**src/core/gtm_pkg.sv**
```systemverilog
// Package: constants and types of the general-purpose timer and interrupt mitigation block
// Operation
// - Cycle size set: 12.8, 5.12, 51.2 us
// - Cycle size clear: 204.8, 81.92, 819.2 us
// - Transmit timer counts sixteen-cycle-size units
// - Transmit packet count before transmit interrupt
// - Receive timer counts cycle-size units
// - Receive packet count before receive interrupt
// - Continuous-reload bit selects continuous or one-shot
// - Timer value counts iterations of coarse length
// - Reads return live counts, not written values
// - Loaded timer counts down, expiry sets status
// - Continuous reloads last written value; one-shot stops
// - Tick period follows selected network port
// - Timer frozen while in snooze
package gtm_pkg;
    // Core clock
    localparam real CLK_PERIOD_NS = 5.0;
    // Cycle sizes with the cycle-size bit set
    localparam real CYC_TP_FINE_US = 12.8;
    localparam real CYC_SYM_FINE_US = 5.12;
    localparam real CYC_MII10_FINE_US = 51.2;
    // Cycle sizes with the bit clear, also the timer iteration length
    localparam real CYC_TP_COARSE_US = 204.8;
    localparam real CYC_SYM_COARSE_US = 81.92;
    localparam real CYC_MII10_COARSE_US = 819.2;
    localparam int FINE_TP_CYC = int'(CYC_TP_FINE_US * 1000.0 / CLK_PERIOD_NS);
    localparam int FINE_SYM_CYC = int'(CYC_SYM_FINE_US * 1000.0 / CLK_PERIOD_NS);
    localparam int FINE_MII10_CYC = int'(CYC_MII10_FINE_US * 1000.0 / CLK_PERIOD_NS);
    // Coarse unit is a whole number of fine units in every port mode
    localparam int COARSE_PER_FINE = int'(CYC_TP_COARSE_US / CYC_TP_FINE_US);
    localparam int TX_UNIT_MULT = 16;
    localparam int DIV_W = 4;
    localparam int PRE_W = 16;
    // Field widths
    localparam int TMR_W = 4;
    localparam int CNT_W = 3;
    localparam int GP_W = 16;
    localparam int ADDR_W = 8;
    // Byte addresses
    localparam logic [ADDR_W-1:0] ADDR_STATUS = 8'h28;
    localparam logic [ADDR_W-1:0] ADDR_MASK = 8'h38;
    localparam logic [ADDR_W-1:0] ADDR_TMC = 8'h58;
    localparam logic [ADDR_W-1:0] ADDR_PORT = 8'h5c;
    // Control register fields
    localparam int TMC_CS_BIT = 31;
    localparam int TMC_TXT_LO = 27;
    localparam int TMC_TXN_LO = 24;
    localparam int TMC_RXT_LO = 20;
    localparam int TMC_RXN_LO = 17;
    localparam int TMC_CON_BIT = 16;
    localparam int TMC_GP_LO = 0;
    localparam logic [31:0] TMC_RESET = 32'hfffe0000;
    // Status and mask layout
    localparam int STS_TX_BIT = 0;
    localparam int STS_RX_BIT = 6;
    localparam int STS_GP_BIT = 11;
    localparam logic [31:0] STS_RESET = 32'h00000000;
    localparam logic [31:0] MSK_RESET = 32'h00000000;
    // Port modes
    typedef enum logic [1:0] {PORT_TP_AUI, PORT_SYM100, PORT_MII10, PORT_RSVD} gtm_port_t;
endpackage

```
**src/core/gtm_chan_if.sv**
```systemverilog
// Interface between the block's control logic and one mitigation channel
`timescale 1ns/10ps
`default_nettype none
interface gtm_chan_if #(
    parameter int TW = 4,
    parameter int CW = 3
) ();
    logic en;
    logic tick;
    logic pkt;
    logic load;
    logic [TW-1:0] cfg_timer;
    logic [CW-1:0] cfg_count;
    logic [TW-1:0] tim;
    logic [CW-1:0] cnt;
    logic irq;
    modport chan (input en, tick, pkt, load, cfg_timer, cfg_count, output tim, cnt, irq);
    modport ctl (output en, tick, pkt, load, cfg_timer, cfg_count, input tim, cnt, irq);
endinterface
`default_nettype wire

```
**src/core/gtm_mit_chan.sv**
```systemverilog
// One interrupt mitigation channel: packet counter and unit timer
`timescale 1ns/10ps
`default_nettype none
module gtm_mit_chan
    import gtm_pkg::*;
#(
    parameter int TW = 4,
    parameter int CW = 3
) (
    // Clock and reset
    input wire logic i_core_clk,
    input wire logic i_sys_rst,
    // Channel link
    gtm_chan_if.chan c
);
    localparam logic [TW-1:0] T_ONE = TW'(1);
    localparam logic [CW-1:0] C_ONE = CW'(1);

    typedef struct packed {
        logic pend;
        logic [TW-1:0] tim;
        logic [CW-1:0] cnt;
        logic irq;
    } gtm_chan_st_t;

    gtm_chan_st_t r_reg;
    gtm_chan_st_t r_next;
    logic fire;

    // Count packets, time units after the first pending packet, fire on either
    always_comb begin
        r_next = r_reg;
        r_next.irq = 1'b0;
        fire = 1'b0;
        if (c.load) begin
            r_next.tim = c.cfg_timer;
            r_next.cnt = c.cfg_count;
            r_next.pend = 1'b0;
        end else begin
            if (c.pkt) begin
                r_next.pend = 1'b1;
                // Both thresholds zero: no mitigation, every packet interrupts
                if (c.cfg_timer == '0 && c.cfg_count == '0) begin
                    fire = 1'b1;
                end else if (c.cfg_count != '0) begin
                    if (r_reg.cnt <= C_ONE) begin
                        fire = 1'b1;
                    end else begin
                        r_next.cnt = r_reg.cnt - C_ONE;
                    end
                end
            end
            // Old pending flag: the packet's own cycle never eats a unit
            if (r_reg.pend && c.tick && c.cfg_timer != '0) begin
                if (r_reg.tim <= T_ONE) begin
                    fire = 1'b1;
                end else begin
                    r_next.tim = r_reg.tim - T_ONE;
                end
            end
            if (fire) begin
                r_next.irq = 1'b1;
                r_next.pend = 1'b0;
                r_next.tim = c.cfg_timer;
                r_next.cnt = c.cfg_count;
            end
        end
    end

    // State register, frozen while the enable is low
    always_ff @(posedge i_core_clk) begin
        if (i_sys_rst) begin
            r_reg <= '{pend: 1'b0, tim: '1, cnt: '1, irq: 1'b0};
        end else if (c.en) begin
            r_reg <= r_next;
        end
    end

    assign c.tim = r_reg.tim;
    assign c.cnt = r_reg.cnt;
    assign c.irq = r_reg.irq;
endmodule
`default_nettype wire

```
**src/core/gtm_timer_mit.sv**
```systemverilog
// Top of the general-purpose timer and interrupt mitigation block with APB slave
//
// Decided for this implementation: the APB register port and the register addresses.
`timescale 1ns/10ps
`default_nettype none
module gtm_timer_mit
    import gtm_pkg::*;
#(
    parameter int FINE_TP = FINE_TP_CYC,
    parameter int FINE_SYM = FINE_SYM_CYC,
    parameter int FINE_MII10 = FINE_MII10_CYC
) (
    // Clock, reset, enable
    input wire logic i_core_clk,
    input wire logic i_sys_rst,
    input wire logic i_clk_en,
    // APB slave
    input wire logic i_psel,
    input wire logic i_penable,
    input wire logic i_pwrite,
    input wire logic [ADDR_W-1:0] i_paddr,
    input wire logic [31:0] i_pwdata,
    output logic o_pready,
    output logic [31:0] o_prdata,
    output logic o_pslverr,
    // Packet events and power state from the controller
    input wire logic i_rx_pkt,
    input wire logic i_tx_pkt,
    input wire logic i_snooze,
    // Interrupts
    output logic o_irq,
    output logic o_gp_irq,
    output logic o_rx_irq,
    output logic o_tx_irq
);
    localparam logic [DIV_W-1:0] DIV_LAST = DIV_W'(COARSE_PER_FINE - 1);
    localparam logic [DIV_W-1:0] TXM_LAST = DIV_W'(TX_UNIT_MULT - 1);
    localparam logic [DIV_W-1:0] DIV_ONE = DIV_W'(1);
    localparam logic [GP_W-1:0] GP_ONE = GP_W'(1);
    localparam logic [PRE_W-1:0] PRE_ONE = PRE_W'(1);

    typedef struct packed {
        logic [PRE_W-1:0] pre;
        logic [DIV_W-1:0] div;
        logic [DIV_W-1:0] txm;
        logic fine;
        logic coarse;
        logic super_t;
        logic cs;
        logic continuous_reload_select;
        logic [GP_W-1:0] gp;
        logic [GP_W-1:0] gp_rel;
        logic gp_run;
        logic [TMR_W-1:0] txt_cfg;
        logic [TMR_W-1:0] rxt_cfg;
        logic [CNT_W-1:0] txn_cfg;
        logic [CNT_W-1:0] rxn_cfg;
        logic load;
        gtm_port_t port;
        logic [31:0] sts;
        logic [31:0] msk;
        logic pready;
        logic [31:0] prdata;
        logic pslverr;
        logic irq;
        logic gp_irq;
        logic rx_irq;
        logic tx_irq;
    } gtm_top_st_t;

    gtm_top_st_t r_reg;
    gtm_top_st_t r_next;
    gtm_chan_if #(.TW(TMR_W), .CW(CNT_W)) rx_if ();
    gtm_chan_if #(.TW(TMR_W), .CW(CNT_W)) tx_if ();
    logic [PRE_W-1:0] fine_len;
    logic access;
    logic done;
    logic gp_fire;
    logic [31:0] tmc_live;
    logic [31:0] rd_val;
    logic mapped;
    logic [31:0] set_bits;
    logic [31:0] clr_bits;

    // Fine unit length in core cycles for the selected port
    always_comb begin
        case (r_reg.port)
            PORT_TP_AUI: fine_len = PRE_W'(FINE_TP);
            PORT_SYM100: fine_len = PRE_W'(FINE_SYM);
            PORT_MII10: fine_len = PRE_W'(FINE_MII10);
            default: fine_len = PRE_W'(FINE_TP);
        endcase
    end

    // Live view of the control register: counters, not written values
    assign tmc_live = {r_reg.cs, tx_if.tim, tx_if.cnt, rx_if.tim, rx_if.cnt,
        r_reg.continuous_reload_select, r_reg.gp};
    assign access = i_psel && i_penable;
    assign done = access && r_reg.pready;

    // Read mux and address decode
    always_comb begin
        mapped = 1'b1;
        rd_val = 32'h00000000;
        case (i_paddr)
            ADDR_STATUS: rd_val = r_reg.sts;
            ADDR_MASK: rd_val = r_reg.msk;
            ADDR_TMC: rd_val = tmc_live;
            ADDR_PORT: rd_val = {30'h00000000, r_reg.port};
            default: mapped = 1'b0;
        endcase
    end

    // Channel hookup; transmit unit is sixteen receive units
    assign rx_if.en = i_clk_en;
    assign rx_if.tick = r_reg.cs ? r_reg.fine : r_reg.coarse;
    assign rx_if.pkt = i_rx_pkt;
    assign rx_if.load = r_reg.load;
    assign rx_if.cfg_timer = r_reg.rxt_cfg;
    assign rx_if.cfg_count = r_reg.rxn_cfg;
    assign tx_if.en = i_clk_en;
    assign tx_if.tick = r_reg.cs ? r_reg.coarse : r_reg.super_t;
    assign tx_if.pkt = i_tx_pkt;
    assign tx_if.load = r_reg.load;
    assign tx_if.cfg_timer = r_reg.txt_cfg;
    assign tx_if.cfg_count = r_reg.txn_cfg;

    gtm_mit_chan #(.TW(TMR_W), .CW(CNT_W)) u_rx_chan (
        .i_core_clk(i_core_clk),
        .i_sys_rst(i_sys_rst),
        .c(rx_if.chan)
    );

    gtm_mit_chan #(.TW(TMR_W), .CW(CNT_W)) u_tx_chan (
        .i_core_clk(i_core_clk),
        .i_sys_rst(i_sys_rst),
        .c(tx_if.chan)
    );

    // Next state: prescaler, timer, bus slave, status
    always_comb begin
        r_next = r_reg;
        r_next.fine = 1'b0;
        r_next.coarse = 1'b0;
        r_next.super_t = 1'b0;
        r_next.load = 1'b0;
        gp_fire = 1'b0;
        set_bits = 32'h00000000;
        clr_bits = 32'h00000000;
        // Prescaler follows the port at each reload, so a port change shows a unit later
        if (r_reg.pre == '0) begin
            r_next.pre = fine_len - PRE_ONE;
            r_next.fine = 1'b1;
        end else begin
            r_next.pre = r_reg.pre - PRE_ONE;
        end
        // Coarse unit is sixteen fine units, super unit sixteen coarse units
        if (r_reg.fine) begin
            r_next.div = r_reg.div + DIV_ONE;
            r_next.coarse = (r_reg.div == DIV_LAST);
        end
        if (r_reg.coarse) begin
            r_next.txm = r_reg.txm + DIV_ONE;
            r_next.super_t = (r_reg.txm == TXM_LAST);
        end
        // General-purpose timer counts coarse iterations
        if (r_reg.gp_run && r_reg.coarse && !i_snooze) begin
            if (r_reg.gp <= GP_ONE) begin
                gp_fire = 1'b1;
                r_next.gp = r_reg.continuous_reload_select ? r_reg.gp_rel : '0;
                r_next.gp_run = r_reg.continuous_reload_select && (r_reg.gp_rel != '0);
            end else begin
                r_next.gp = r_reg.gp - GP_ONE;
            end
        end
        // APB: pready one cycle into the access phase, data captured then
        r_next.pready = access && !r_reg.pready;
        r_next.pslverr = access && !r_reg.pready && !mapped;
        if (access && !r_reg.pready) begin
            r_next.prdata = i_pwrite ? 32'h00000000 : rd_val;
        end
        if (done && i_pwrite) begin
            case (i_paddr)
                ADDR_MASK: r_next.msk = i_pwdata;
                ADDR_PORT: r_next.port = gtm_port_t'(i_pwdata[1:0]);
                ADDR_TMC: begin
                    r_next.cs = i_pwdata[TMC_CS_BIT];
                    r_next.txt_cfg = i_pwdata[TMC_TXT_LO +: TMR_W];
                    r_next.txn_cfg = i_pwdata[TMC_TXN_LO +: CNT_W];
                    r_next.rxt_cfg = i_pwdata[TMC_RXT_LO +: TMR_W];
                    r_next.rxn_cfg = i_pwdata[TMC_RXN_LO +: CNT_W];
                    r_next.continuous_reload_select = i_pwdata[TMC_CON_BIT];
                    r_next.gp = i_pwdata[TMC_GP_LO +: GP_W];
                    r_next.gp_rel = i_pwdata[TMC_GP_LO +: GP_W];
                    r_next.gp_run = i_pwdata[TMC_GP_LO +: GP_W] != '0;
                    r_next.load = 1'b1;
                end
                default: r_next.load = 1'b0;
            endcase
        end
        // Read clears only the bits it returned; a new event always wins
        if (done && !i_pwrite && i_paddr == ADDR_STATUS) begin
            clr_bits = r_reg.prdata;
        end
        set_bits[STS_GP_BIT] = gp_fire;
        set_bits[STS_RX_BIT] = rx_if.irq;
        set_bits[STS_TX_BIT] = tx_if.irq;
        r_next.sts = (r_reg.sts & ~clr_bits) | set_bits;
        r_next.irq = |(r_next.sts & r_next.msk);
        r_next.gp_irq = gp_fire;
        r_next.rx_irq = rx_if.irq;
        r_next.tx_irq = tx_if.irq;
    end

    // State register; enable low freezes everything, bus included
    always_ff @(posedge i_core_clk) begin
        if (i_sys_rst) begin
            r_reg <= '{pre: '0, div: '0, txm: '0, fine: 1'b0, coarse: 1'b0, super_t: 1'b0,
                cs: TMC_RESET[TMC_CS_BIT], continuous_reload_select: TMC_RESET[TMC_CON_BIT],
                gp: TMC_RESET[TMC_GP_LO +: GP_W], gp_rel: TMC_RESET[TMC_GP_LO +: GP_W],
                gp_run: 1'b0, txt_cfg: TMC_RESET[TMC_TXT_LO +: TMR_W],
                rxt_cfg: TMC_RESET[TMC_RXT_LO +: TMR_W],
                txn_cfg: TMC_RESET[TMC_TXN_LO +: CNT_W],
                rxn_cfg: TMC_RESET[TMC_RXN_LO +: CNT_W], load: 1'b0, port: PORT_TP_AUI,
                sts: STS_RESET, msk: MSK_RESET, pready: 1'b0, prdata: 32'h00000000,
                pslverr: 1'b0, irq: 1'b0, gp_irq: 1'b0, rx_irq: 1'b0, tx_irq: 1'b0};
        end else if (i_clk_en) begin
            r_reg <= r_next;
        end
    end

    // Outputs straight from the state register
    assign o_pready = r_reg.pready;
    assign o_prdata = r_reg.prdata;
    assign o_pslverr = r_reg.pslverr;
    assign o_irq = r_reg.irq;
    assign o_gp_irq = r_reg.gp_irq;
    assign o_rx_irq = r_reg.rx_irq;
    assign o_tx_irq = r_reg.tx_irq;

    // Checking helper: enabled cycles between fine ticks, skipped after a port change
    logic [PRE_W:0] a_gap;
    logic [1:0] a_dirty;
    always_ff @(posedge i_core_clk) begin
        if (i_sys_rst) begin
            a_gap <= '0;
            a_dirty <= 2'h2;
        end else if (i_clk_en) begin
            a_gap <= r_reg.fine ? (PRE_W + 1)'(1) : a_gap + (PRE_W + 1)'(1);
            if (r_reg.port != r_next.port) begin
                a_dirty <= 2'h2;
            end else if (r_reg.fine && a_dirty != 2'h0) begin
                a_dirty <= a_dirty - 2'h1;
            end
        end
    end
endmodule
`default_nettype wire

```
**config.mk**
```make
export PLATFORM = sky130hd
export DESIGN_NAME = gtm_timer_mit
export DESIGN_NICKNAME = d
export VERILOG_FILES = /design/src/core/gtm_pkg.sv /design/src/core/gtm_chan_if.sv /design/src/core/gtm_mit_chan.sv /design/src/core/gtm_timer_mit.sv
export SDC_FILE = /design/constraint.sdc
export NUM_CORES = 1
export LEC_CHECK = 0
export BUFFER_PORTS_ARGS = -buffer_cell sky130_fd_sc_hd__buf_2
export CAP_MARGIN = 20
export CORE_MARGIN = 2
export CORE_UTILIZATION = 40
export CTS_CLUSTER_DIAMETER = 60
export DETAILED_ROUTE_END_ITERATION = 7
export HOLD_SLACK_MARGIN = 0.1
export RECOVER_POWER = 25
export SYNTH_ARGS = -nofsm -noshare
export SYNTH_HDL_FRONTEND = slang
export SYNTH_SLANG_ARGS = --single-unit
```
**constraint.sdc**
```tcl
create_clock -name i_core_clk -period 2.7 [get_ports i_core_clk]
set_input_delay 0.405 -clock i_core_clk [delete_from_list [all_inputs] [get_ports i_core_clk]]
set_output_delay 0.405 -clock i_core_clk [all_outputs]
set_load 0.02 [all_outputs]
```
Yosys cells after proc, flatten, opt, wreduce, memory -nomap -nowiden:

Index checks and enable logic that the tools add are counted.

* register bits: 199
* word-level logic and storage cells: 174

* add/subtract/negate cells: 9
* $lt $le $gt $ge: 5
* eq/ne operators: 14
* multiplexer cells: 58
* bitwise logic cells: 4
* reduce and logical (&&, ||, !) cells: 50

Operators by type and width (number)
* $mux 32: 4
* $pmux 32 s4: 1
* $and 32x32->32: 2
* $mux 16: 4
* $mux 50: 1
* $sub 16x1->16 const B: 3
* $mux 47: 1
* $not 32->32: 1
* $or 32x12->32: 1
* $reduce_bool 16->1: 2
* $reduce_or 32->1: 1
* $mux 1: 29
* $pmux 14 s2: 1
* $mux 3: 8
* $reduce_bool 3->1: 8
* $mux 9: 2
* $ne 3x3->1 const B: 6
* $eq 8x6->1 const B: 2
* $eq 8x7->1 const B: 2
* $le 16x1->1 const B: 1
* $logic_and 1x1->1: 16
* $logic_not 16->1: 1
* $mux 4: 4
* $mux 8: 2
* 17 further kinds: 37

Longest topological paths before layout:

Gate-level depths: netlist of the first run.

* depth after elaboration: 10
* gate-level depth with buffers: 11
* gate-level depth less buffers: 9

Hierarchy:

A second synthesis of the first run with hierarchy kept.

* cells, all modules: 1309
* area, all modules: 10427.5 um^2

Modules (own cells, without submodules)
* gtm_timer_mit: instances 1, cells an instance 1145, area an instance 9061.2 um^2, seq. area each 3623.5 um^2
* gtm_mit_chan: instances 2, cells an instance 82, area an instance 683.2 um^2, seq. area each 180.2 um^2

Worst setup path before layout of the first run:

No wires, ideal clock.

* path kind: input -> register
* start point: in i_paddr[1]
* end point: reg r_reg (netlist bit rx_if.cfg_count[1])
* arrival: 2.073 ns
* required time: 2.580 ns
* path slack: 0.507 ns
* stages: 7
* path buffers: 2
* path through: or4b_1 -> nor4_2 -> and3_1 -> clkbuf_1 -> buf_4 -> nor2_1 -> a211o_1

* word-level cells in the longest chain between the ends: 2

Ends and longest elaborated chain
* start: declaration: RTL line gtm_timer_mit.sv:21 `input wire logic [ADDR_W-1:0] i_paddr,`
* $eq 8x7->1: RTL line gtm_timer_mit.sv:183 `case (i_paddr)`
* $reduce_and 3->1 (no line)
* end signal: assignment: RTL line gtm_timer_mit.sv:218 `r_reg <= '{pre: '0, div: '0, txm: '0, fine: 1'b0, coarse: 1'b0, super_t: 1'b0,`
* end signal: assignment: RTL line gtm_timer_mit.sv:228 `r_reg <= r_next;`
* end: declaration: RTL line gtm_timer_mit.sv:71 `gtm_top_st_t r_reg;`

Every way passes these cells.
A chain may end at the register's enable or synchronous reset.

Worst setup path after layout of the first run:

* start point: reg r_reg (netlist bit o_pready)
* end point: reg r_reg (netlist bit o_irq)

* word-level cells in the longest chain between the ends: 9

Ends and longest elaborated chain
* $logic_and 1x1->1 (*): RTL line gtm_timer_mit.sv:99 `assign done = access && r_reg.pready;`
* $logic_and 1x1->1 (2 in series): RTL line gtm_timer_mit.sv:202 `if (done && !i_pwrite && i_paddr == ADDR_STATUS) begin`
* $mux 32: RTL line gtm_timer_mit.sv:202
* $not 32->32: RTL line gtm_timer_mit.sv:208 `r_next.sts = (r_reg.sts & ~clr_bits) | set_bits;`
* $and 32x32->32: RTL line gtm_timer_mit.sv:208
* $or 32x12->32: RTL line gtm_timer_mit.sv:208
* $and 32x32->32 (*): RTL line gtm_timer_mit.sv:209 `r_next.irq = |(r_next.sts & r_next.msk);`
* $reduce_or 32->1 (*): RTL line gtm_timer_mit.sv:209

Every way passes the cells marked *; elsewhere a longest branch is shown, timed or not.

==> results of run 1 <==
layer usage:
| layer | vias up | routed length, um |
|---|---|---|
| met3 | 53 | 2070 |
| met5 | - | 0 |
| met2 | 327 | 14700 |
| met1 | 4571 | 14400 |
| met4 | 0 | 1030 |
| li1 | 4666 | - |
through the flow:
stage                     hold WS (ps)  std cells  utilization (%)  setup slack, ps  total power [mW]
final                              208       1683             45.8              204              6.35
after global routing               221       1683             45.8             38.3              6.57
after CTS                          203       1683             46.0              247              6.38
after detailed placement           445       1651             43.6             82.1              3.75
after global placement             446       1651             43.6              141              3.75
after floorplan                    431       1308                -              507              3.55
cells in the mapped netlist (4+ instances only):
cell	instances
or4_1	6
a222oi_1	4
nor4_1	16
a211oi_1	11
xnor2_1	5
nor2_1	105
buf_1	4
nand2b_1	38
and3_1	20
a21oi_1	95
mux2i_1	48
o21ai_1	4
a211o_1	4
dfxtp_1	199
clkbuf_1	63
nand3_1	27
nand3b_1	9
a21o_1	4
a22oi_1	43
a31oi_1	12
buf_2	25
nor3_2	4
buf_4	34
and4_1	5
o21ai_0	60
ha_1	16
a221oi_1	5
nand2_1	258
o211ai_1	8
and2_1	9
nor3_1	18
o2111ai_1	21
a32oi_1	4
a311oi_1	5
nand4_1	13
nor3b_1	6
o21a_1	4
or3_1	5
o22ai_1	4
inv_1	28
xor2_1	5
worst max-delay path, delay by kind of cell, from the launching register on:
kind | cells | cell delay [ps]
AND/OR/NAND/NOR | 5 | 1590
buffers and inverters | 1 | 170
AO/OA/AOI/OAI | 2 | 230
flip-flops | 1 | 370
cell families (layout without fill, tap and decap cells):
logic type / count (synthesis) / count (layout)
fa+ha+maj: 16 / 16
mux: 50 / 50
compound gates: 317 / 317
flops: 199 / 199
simple gates: 560 / 560
xor+xnor: 10 / 10
buf+inv: 156 / 201
layout make-up:
cell class              count  area, um2  share of cell area (%)
clock inverters            15        181                    1.57
inverters                  28        105                   0.911
multi-input cells         953       5530                    47.9
repair buffers            141        901                    7.81
clock buffers              17        425                    3.69
flip-flops and latches    199       3980                    34.5
well taps                 330        413                    3.58
power groups by stage:
stage / Sequential [mW] / Clock [mW] / Combinational (mW)
floorplan: 3.09 / 0 / 0.454
global placement: 3.10 / 0 / 0.648
detailed placement: 3.10 / 0 / 0.648
CTS: 3.04 / 2.70 / 0.652
global route: 3.05 / 2.81 / 0.721
finish: 3.04 / 2.65 / 0.655
path summary, 6_finish.rpt:
check	cells past startpoint	from	end
max	8	o_pready$_SDFFE_PP0P_	o_irq$_SDFFE_PP0P_
min	3	i_pwdata[28]	tx_if.cfg_timer[1]$_SDFFE_PP1P_
max reg2reg	8	o_pready$_SDFFE_PP0P_	o_irq$_SDFFE_PP0P_
min reg2reg	2	r_reg[83]$_SDFFE_PP0P_	r_reg[83]$_SDFFE_PP0P_
==> implementation parameters, run 1 <==
Parameter                              Value

Setup path
  Worst setup slack for register-to-register paths    200 ps
  Critical path type    flip-flop to flip-flop
  Kind of end point of the critical path    flip-flop
  Slowest CP cell    or4_1
  Sequence of cells on the critical path    and4_1 > buf_4 > nand4_1 > nand2_1 > a221oi_1 > or4_1 > nor4_1 > a311oi_1
  WP data arrival    2810 ps
  Max stage delay on crit path    540 ps
  Worst Setup Start Kind    flip-flop
  CP Max Fanout    7
  Critical Path RT    3020 ps

Clocking
  Maximum number of buffers from clock root to sink    2
  Num CTS Buffers    17
  Post-CTS Setup Bufs    0
  TritonCTS sink count    199
  Clock root buffer master    clkbuf_16
  Clock insertion delay at the later pin of the skew report    440 ps
  CTS tree    yes
  Number of buffers inserted for hold repair after clock tree synthesis    0
  H-tree depth    4
  Clock-pin slew on the worst setup and hold paths    80 ps
  Number of resized instances in the post-cts repair step    0

Die
  Area of the die    0.0269 mm2
  Die span in x    164 um
  Row cnt    58
  Chip Height    164 um
  Boundary Pins    87
  Starting density of the core    40.7%
  Area of the core region    0.0252 mm2

Power and ir drop
  Reg power frac    47.9%
  IR Drop Worst-Case VDD    439 uV
  Power density normalized to cell area    550 mW/mm2
  Switching Fraction    28.1%
  Internal power    4.56 mW
  Clk network pwr share    41.8%
  Net switching power    1.78 mW
  Leakage power    4.26 nW
  Part of the total power dissipated in combinational logic    10.3%

GRT
  Met2 Use GR    38.3%
  Busiest metal layer after global routing    met2
  Global-route track usage on met3    4.19%
  Initial antenna violation count    0
  Largest net degree at the start of global routing    50
  First-pass GRT wire length    50300 um
  Global-route usage over all layers    24.1%
  Grt met1 use    32.6%
  Sum of overflow across all layers after global routing    0
  Via count of the first global-routing pass    8945

Status
  Violations in the final reports    max-capacitance violations, max-slew violations
  Result of the run    finished with violations

Place
  Total of buffers placed on input and output ports    86
  Final estimated routing congestion in global placement    0.883
  Estimated wirelength of the detail-placed design    22600 um
  Cell area reported after detailed placement    0.0110 mm2

Logic synthesis
  Area share of the largest cell type after synthesis    38.9%
  Top FF cell, synth    dfxtp_1
  Cell types with the largest area share after synthesis    dfxtp_1 39%, nand2_1 9.5%, mux2i_1 4.7%, a21oi_1 4.6%, nor2_1 3.8%
  Xor and xnor area share after synthesis    0.855%
  Async set-reset flop share out of synthesis    0%
  Number of synthesis warnings    0
  Synthesized-area fraction occupied by and/or/nand/nor cells    25.9%
  Combined area of all synthesized cells    0.0102 mm2
  Number of nets in the synthesized netlist    1373
  Avg Synthesized Cell Area    7.83 um2
  Share of synthesized area occupied by flip-flops and latches    38.9%
  Yosys top cell by area    dfxtp_1
  Instance count of the mapped netlist    1308
  Count of flip-flops with a built-in enable after synthesis    0
  Compound-cell area share of the yosys netlist    20.2%
  Dominant combinational cell family by area after synthesis    simple AND/OR/NAND/NOR gates
  Portion of netlist area occupied by mux cells    4.91%
  Adder-cell area share of the yosys netlist    1.95%
  Number of different library cells in the post-synthesis netlist    75
  FF+latch count, synth    199

Hold path
  Worst hold-check path type    input pin to flip-flop

Detailed routing
  Average wire length per cell after detail routing    19.1 um
  DRT iter0 DRCs    905
  Total Routed Length    32200 um
  DRC    0
  Remaining antenna violation count after routing    0
  Via Count    9617
  Vias per std cell    5.71
  Router iterations before antenna repair    5

Timing
  Relative max-transition margin    -7.09%
  Worst Tran Pin Value    1610 ps
  Clock period minus worst slack    2500 ps
  Part of the cycle the worst path needs    92.4%
  Worst Clk Skew    11.2 ps
  # setup viols final    0
  Max Freq    401 MHz
  Final Hold Violating Endpoints    0
  Setup repair after global routing missed its margin    false
  Number of pins with negative max-slew slack in the final report    33
  Post-Route Setup TNS    0 ps

Layout
  Filler cell count    2513
  # diodes    0
  Final instance area    0.0115 mm2
  Share of post-route cells with drive strength above 1    11.7%
  Signed area change from the synthesized netlist to the final layout    12.7%
  Number of flip-flops under the largest register name    128
  Number of nets at the end of the flow    1405
  Most common cell after layout, fill and taps aside    nand2_1
  Leading cell types in the layout, fill and taps excluded    258 x nand2_1, 199 x dfxtp_1, 104 x nor2_1

Run
  Maximum Capacitance Violations    1
Note: power is estimated with default switching activity, not from simulation.
==> run 2, diff against run 1 <==
CORE_ASPECT_RATIO = 0.9   (was unset)
SKIP_LAST_GASP = 1   (was unset)
clock period = 2.8 ns   (was 2.7 ns; I/O delays follow)
==> implementation parameters, run 2 (synthesized netlist as in run 1, its figures left out) <==
Parameter                              Value

Setup path
  Last element of the critical path    u_tx_chan.c.cnt[2]$_SDFFE_PP1P_ (was o_irq$_SDFFE_PP0P_)
  Worst Setup Start Kind    flip-flop (unchanged)
  Critical Path RT    3110 ps (was 3020 ps)
  CP Max Fanout    8 (was 7)
  WP data arrival    2830 ps (was 2810 ps)
  Launching point of the worst reg2reg path    r_reg[155]$_SDFFE_PP0P_ (was o_pready$_SDFFE_PP0P_)
  Critical path type    flip-flop to flip-flop (unchanged)
  Endpoint of the most critical register-to-register path    u_tx_chan.c.cnt[2]$_SDFFE_PP1P_ (was o_irq$_SDFFE_PP0P_)
  Kind of end point of the critical path    flip-flop (unchanged)
  Worst setup path startpoint    r_reg[155]$_SDFFE_PP0P_ (was o_pready$_SDFFE_PP0P_)
  Worst setup slack for register-to-register paths    280 ps (was 200 ps)
  Length in cells of the worst reg-to-reg path    7 (was 8)

Detailed routing
  Average wire length per cell after detail routing    18.7 um (was 19.1 um)
  Routed wl met3    2130 um (was 2070 um)
  DRC    0 (unchanged)
  Topmost layer with routed signal wires    met4 (unchanged)
  DRT iter0 DRCs    1029 (was 905)
  Vias per std cell    5.73 (was 5.71)
  Router iterations before antenna repair    7 (was 5)
  Total Routed Length    31600 um (was 32200 um)
  Amount of wire on met2 after detailed routing    13700 um (was 14700 um)
  Remaining antenna violation count after routing    0 (unchanged)
  Via Count    9657 (was 9617)
  Total routed wire length on the met1 layer    15300 um (was 14400 um)

Power and ir drop
  Total power of the final layout    6.11 mW (was 6.35 mW)
  IR Drop Worst-Case VDD    375 uV (was 439 uV)
  Power density normalized to cell area    536 mW/mm2 (was 550 mW/mm2)
  Leakage power    4.18 nW (was 4.26 nW)

Layout
  Final core utilization    45.3% (was 45.8%)
  # diodes    0 (unchanged)
  Final cell count without fillers    1685 (was 1683)
  Most common cell after layout, fill and taps aside    nand2_1 (unchanged)
  Number of flip-flops under the largest register name    128 (unchanged)
  Final instance area    0.0114 mm2 (was 0.0115 mm2)
  Leading cell types in the layout, fill and taps excluded    258 x nand2_1, 199 x dfxtp_1, 104 x nor2_1 (unchanged)
  Number of nets at the end of the flow    1395 (was 1405)
  Signed area change from the synthesized netlist to the final layout    11.4% (was 12.7%)
  Share of post-route cells with drive strength above 1    10.8% (was 11.7%)

Die
  Boundary Pins    87 (unchanged)
  Row cnt    55 (was 58)
  Starting density of the core    40.7% (about the same)
  Area of the core region    0.0252 mm2 (about the same)
  Chip Height    156 um (was 164 um)
  Die span in x    173 um (was 164 um)
  Area of the die    0.0269 mm2 (about the same)

Place
  # placed instances    1652 (was 1651)
  Cell area reported after detailed placement    0.0109 mm2 (was 0.0110 mm2)
  Total of buffers placed on input and output ports    86 (unchanged)
  Estimated wirelength of the detail-placed design    22100 um (was 22600 um)
  Final estimated routing congestion in global placement    0.856 (was 0.883)
  Setup Slack @ Placement    193 ps (was 82.1 ps)

Timing
  Final WS setup    283 ps (was 204 ps)
  Post-route worst hold slack    186 ps (was 208 ps)
  Part of the cycle the worst path needs    89.9% (was 92.4%)
  Worst Tran Pin Value    873 ps (was 1610 ps)
  # setup viols final    0 (unchanged)
  Setup repair after global routing missed its margin    false (unchanged)
  Relative max-transition margin    41.8% (was -7.09%)
  Worst Clk Skew    7.64 ps (was 11.2 ps)
  Number of pins with negative max-slew slack in the final report    0 (was 33)
  Clock period minus worst slack    2520 ps (was 2500 ps)
  Final Hold Violating Endpoints    0 (unchanged)
  Post-Route Setup TNS    0 ps (unchanged)
  Max Freq    397 MHz (was 401 MHz)

Run
  Maximum Capacitance Violations    0 (was 1)

Clocking
  Number of resized instances in the post-cts repair step    0 (unchanged)
  Clock-pin slew on the worst setup and hold paths    70 ps (was 80 ps)
  Number of buffers inserted for hold repair after clock tree synthesis    0 (unchanged)
  Clock root buffer master    clkbuf_16 (unchanged)
  Num CTS Buffers    17 (unchanged)
  CTS tree    yes (unchanged)
  TritonCTS sink count    199 (unchanged)
  H-tree depth    4 (unchanged)
  Post-CTS Setup Bufs    0 (unchanged)
  Maximum number of buffers from clock root to sink    2 (unchanged)
  Clock insertion delay at the later pin of the skew report    440 ps (about the same)

GRT
  Sum of overflow across all layers after global routing    0 (unchanged)
  Initial antenna violation count    0 (unchanged)
  Global-route usage over all layers    23.5% (was 24.1%)
  Via count of the first global-routing pass    8879 (was 8945)
  First-pass GRT wire length    50100 um (was 50300 um)
  Largest net degree at the start of global routing    74 (was 50)

Hold path
  Worst hold-check path type    input pin to flip-flop (unchanged)
  Worst hold path startpoint    i_sys_rst (was i_pwdata[28])

Status
  Result of the run    finished, final reports clean (was finished with violations)
==> run 2: cell count changes in the layout (fill, tap and decap cells not counted), moves of 2 or more <==
cell	before	now
buf_12	9	4
buf_4	44	38
clkbuf_1	40	42
clkbuf_8	0	3
clkinv_2	0	2
clkinv_4	2	4
clkinv_8	3	0
inv_8	3	0
==> run 2: worst max-delay path: stages, from the launching register on <==
cell and delay, ps:
dfxtp_1 530, mux2_1 250, nand3_1 110, or4_1 500, nand3_1 260, o21ai_1 210
a2111oi_0 460, a21oi_1 70
==> run 2: layout make-up <==
type | instances | area [um2]
Inverter | 28 | 105
Sequential cell | 199 | 3980
Tap cell | 342 | 428
Multi-Input combinational cell | 953 | 5530
Timing Repair Buffer | 131 | 758
Clock buffer | 20 | 467
Fill cell | 2574 | 13800
Clock inverter | 12 | 140
==> run 2: how the worst min path moves through the flow <==
stage                                         to  slack (ps)  cells after the start
after global placement    r_reg[83]$_SDFFE_PP0P_         450                      2
after CTS                  o_tx_irq$_SDFFE_PP0P_         170                      2
after global routing       o_tx_irq$_SDFFE_PP0P_         180                      2
after detailed placement  r_reg[83]$_SDFFE_PP0P_         450                      2
after floorplan           r_reg[71]$_SDFFE_PP0P_         430                      2
final                      o_tx_irq$_SDFFE_PP0P_         190                      2
==> run 2: routing by layer <==
layer,global-route usage (%),vias to the layer above
li1,-,4638
met4,6.54,0
met5,0,-
met1,34.7,4647
met3,3.92,27
met2,35.2,345
==> run 2: power by group <==
| part | leakage, nW | internal (mW) | total, mW | switching [mW] |
|---|---|---|---|---|
| Combinational | 2.28 | 0.232 | 0.627 | 0.395 |
| Clock | 0.302 | 1.40 | 2.56 | 1.15 |
| Sequential | 1.61 | 2.88 | 2.93 | 0.0514 |
==> run 3, diff against run 2 <==
ABC_AREA = 1   (was unset)
SKIP_LAST_GASP = unset   (was 1)
==> implementation parameters, run 3 <==
Parameter                              Value

Timing
  Relative max-transition margin    2.61% (was 41.8%)
  # setup viols final    0 (unchanged)
  Setup repair after global routing missed its margin    false (unchanged)
  Number of pins with negative max-slew slack in the final report    0 (unchanged)
  Worst Clk Skew    14.4 ps (was 7.64 ps)
  Max Freq    414 MHz (was 397 MHz)
  Post-Route Setup TNS    0 ps (unchanged)
  Clock period minus worst slack    2410 ps (was 2520 ps)
  Part of the cycle the worst path needs    86.2% (was 89.9%)
  Final Hold Violating Endpoints    0 (unchanged)
  Worst Tran Pin Value    1460 ps (was 873 ps)
  Post-route worst hold slack    196 ps (was 186 ps)

Layout
  Number of flip-flops under the largest register name    128 (unchanged)
  Signed area change from the synthesized netlist to the final layout    10.4% (was 11.4%)
  Number of nets at the end of the flow    1650 (was 1395)
  Share of post-route cells with drive strength above 1    7.32% (was 10.8%)
  # diodes    0 (unchanged)
  Most common cell after layout, fill and taps aside    nand2_1 (unchanged)
  Final cell count without fillers    1946 (was 1685)
  Leading cell types in the layout, fill and taps excluded    389 x nand2_1, 212 x inv_1, 199 x dfxtp_1 (was 258 x nand2_1, 199 x dfxtp_1, 104 x nor2_1)

Logic synthesis
  Number of different library cells in the post-synthesis netlist    37 (was 75)
  Yosys top cell by area    dfxtp_1 (unchanged)
  Async set-reset flop share out of synthesis    0% (unchanged)
  Adder-cell area share of the yosys netlist    1.92% (was 1.95%)
  Number of synthesis warnings    0 (unchanged)
  FF+latch count, synth    199 (unchanged)
  Dominant combinational cell family by area after synthesis    simple AND/OR/NAND/NOR gates (unchanged)
  Count of flip-flops with a built-in enable after synthesis    0 (unchanged)
  Most instantiated library cell after synthesis    nand2_1 (unchanged)
  Synthesized-area fraction occupied by and/or/nand/nor cells    25.8% (was 25.9%)
  Xor and xnor area share after synthesis    1.17% (was 0.855%)
  Share of synthesized area occupied by flip-flops and latches    38.2% (was 38.9%)
  Area share of the largest cell type after synthesis    38.2% (was 38.9%)
  Top FF cell, synth    dfxtp_1 (unchanged)
  Avg Synthesized Cell Area    6.68 um2 (was 7.83 um2)
  Compound-cell area share of the yosys netlist    19.6% (was 20.2%)
  Combined area of all synthesized cells    0.0104 mm2 (was 0.0102 mm2)
  Instance count of the mapped netlist    1562 (was 1308)
  Cell types with the largest area share after synthesis    dfxtp_1 38%, nand2_1 14%, inv_1 7.6%, a21oi_1 5.9%, nand3_1 4.7% (was dfxtp_1 39%, nand2_1 9.5%, mux2i_1 4.7%, a21oi_1 4.6%, nor2_1 3.8%)
  Number of nets in the synthesized netlist    1627 (was 1373)
  Portion of netlist area occupied by mux cells    0% (was 4.91%)
  Most common library cells after synthesis    389 x nand2_1, 211 x inv_1, 199 x dfxtp_1, 128 x nor2_1, 123 x a21oi_1 (was 258 x nand2_1, 199 x dfxtp_1, 105 x nor2_1, 95 x a21oi_1, 63 x clkbuf_1)

Setup path
  Worst setup slack for register-to-register paths    430 ps (was 280 ps)
  WP data arrival    2730 ps (was 2830 ps)
  Critical Path RT    3110 ps (about the same)
  Critical path type    input pin to flip-flop (was flip-flop to flip-flop)
  Kind of end point of the critical path    flip-flop (unchanged)
  Worst Setup Start Kind    input pin (was flip-flop)
  CP Max Fanout    65 (was 8)

Detailed routing
  DRC    0 (unchanged)
  Vias per std cell    5.24 (was 5.73)
  Average wire length per cell after detail routing    16.7 um (was 18.7 um)
  Router iterations before antenna repair    5 (was 7)
  Via Count    10200 (was 9657)
  Remaining antenna violation count after routing    0 (unchanged)
  Total Routed Length    32600 um (was 31600 um)
  DRT iter0 DRCs    1041 (was 1029)

Clocking
  Post-CTS Setup Bufs    0 (unchanged)
  Number of resized instances in the post-cts repair step    0 (unchanged)
  Num CTS Buffers    17 (unchanged)
  Number of buffers inserted for hold repair after clock tree synthesis    0 (unchanged)
  TritonCTS sink count    199 (unchanged)
  Clock root buffer master    clkbuf_16 (unchanged)
  Clock insertion delay at the later pin of the skew report    450 ps (was 440 ps)
  H-tree depth    4 (unchanged)
  Maximum number of buffers from clock root to sink    2 (unchanged)
  Clock-pin slew on the worst setup and hold paths    80 ps (was 70 ps)
  CTS tree    yes (unchanged)

Die
  Area of the core region    0.0259 mm2 (was 0.0252 mm2)
  Chip Height    157 um (was 156 um)
  Row cnt    56 (was 55)
  Starting density of the core    40.4% (was 40.7%)
  Die span in x    174 um (was 173 um)
  Area of the die    0.0274 mm2 (was 0.0269 mm2)
  Boundary Pins    87 (unchanged)

Hold path
  Worst hold-check path type    input pin to flip-flop (unchanged)

Power and ir drop
  Power density normalized to cell area    526 mW/mm2 (was 536 mW/mm2)
  Leakage power    5.02 nW (was 4.18 nW)
  Total power of the final layout    6.06 mW (was 6.11 mW)
  IR Drop Worst-Case VDD    416 uV (was 375 uV)

GRT
  Initial antenna violation count    1 (was 0)
  Sum of overflow across all layers after global routing    0 (unchanged)
  Largest net degree at the start of global routing    112 (was 74)
  First-pass GRT wire length    51500 um (was 50100 um)
  Global-route usage over all layers    24.1% (was 23.5%)
  Via count of the first global-routing pass    9195 (was 8879)

Place
  Final estimated routing congestion in global placement    0.859 (was 0.856)
  Estimated wirelength of the detail-placed design    22400 um (was 22100 um)
  Total of buffers placed on input and output ports    86 (unchanged)
  # placed instances    1914 (was 1652)

Run
  Maximum Capacitance Violations    0 (unchanged)

Status
  Result of the run    finished, final reports clean (unchanged)
-- run 3: worst max-delay path: stages --
cell and delay, ps:
clkbuf_1 290, clkbuf_2 1130, nand3_1 280, nand2_1 150, nand2_1 50, nor2_1 140, nand3_1 100, nor2_1 90
nor2_1 40
-- run 3: metrics by stage --
stage               util, %  setup WS (ps)  instance area, um2
floorplan                 -            940               10400
global placement       42.6            330               11000
detailed placement     42.6            345               11000
CTS                    44.9            468               11600
global route           44.5            106               11500
finish                 44.5            387               11500
-- run 3: layout make-up --
cell class              instances  area (um2)
fillers                      2682       14300
multi-input cells            1034        5080
flip-flops and latches        199        3980
inverters                     221         830
repair buffers                112         604
clock buffers                  19         453
well taps                     348         435
clock inverters                13         134
-- run 3: cells by family after synthesis --
family	after synthesis
AO/OA/AOI/OAI	348
XOR/XNOR	14
adder cells (fa/ha/maj)	16
buffers and inverters	329
flip-flops	199
AND/OR/NAND/NOR	656
-- run 3: final timing paths --
check,from,end,cells after the start
min,i_pwdata[21],rx_if.cfg_timer[1]$_SDFFE_PP1P_,3
max reg2reg,o_pready$_SDFFE_PP0P_,o_irq$_SDFFE_PP0P_,14
max,i_clk_en,o_irq$_SDFFE_PP0P_,9
min reg2reg,r_reg[74]$_SDFFE_PP0P_,r_reg[74]$_SDFFE_PP0P_,2
-- run 3: power by group --
group / internal (mW) / leakage, nW / switching [mW]
logic: 0.187 / 3.12 / 0.407
clock network: 1.30 / 0.285 / 1.19
registers: 2.91 / 1.62 / 0.0517
-- run 3: metal layers --
metal  wire (um)  GRT usage [%]  share of wire, %  up-vias
li1            -              -                 -     5127
met3        2550           5.53               7.8       33
met4         561           6.40               1.7        2
met5          13              0             0.040        -
met2       13800           36.3                42      375
met1       15700           34.4                48     4667
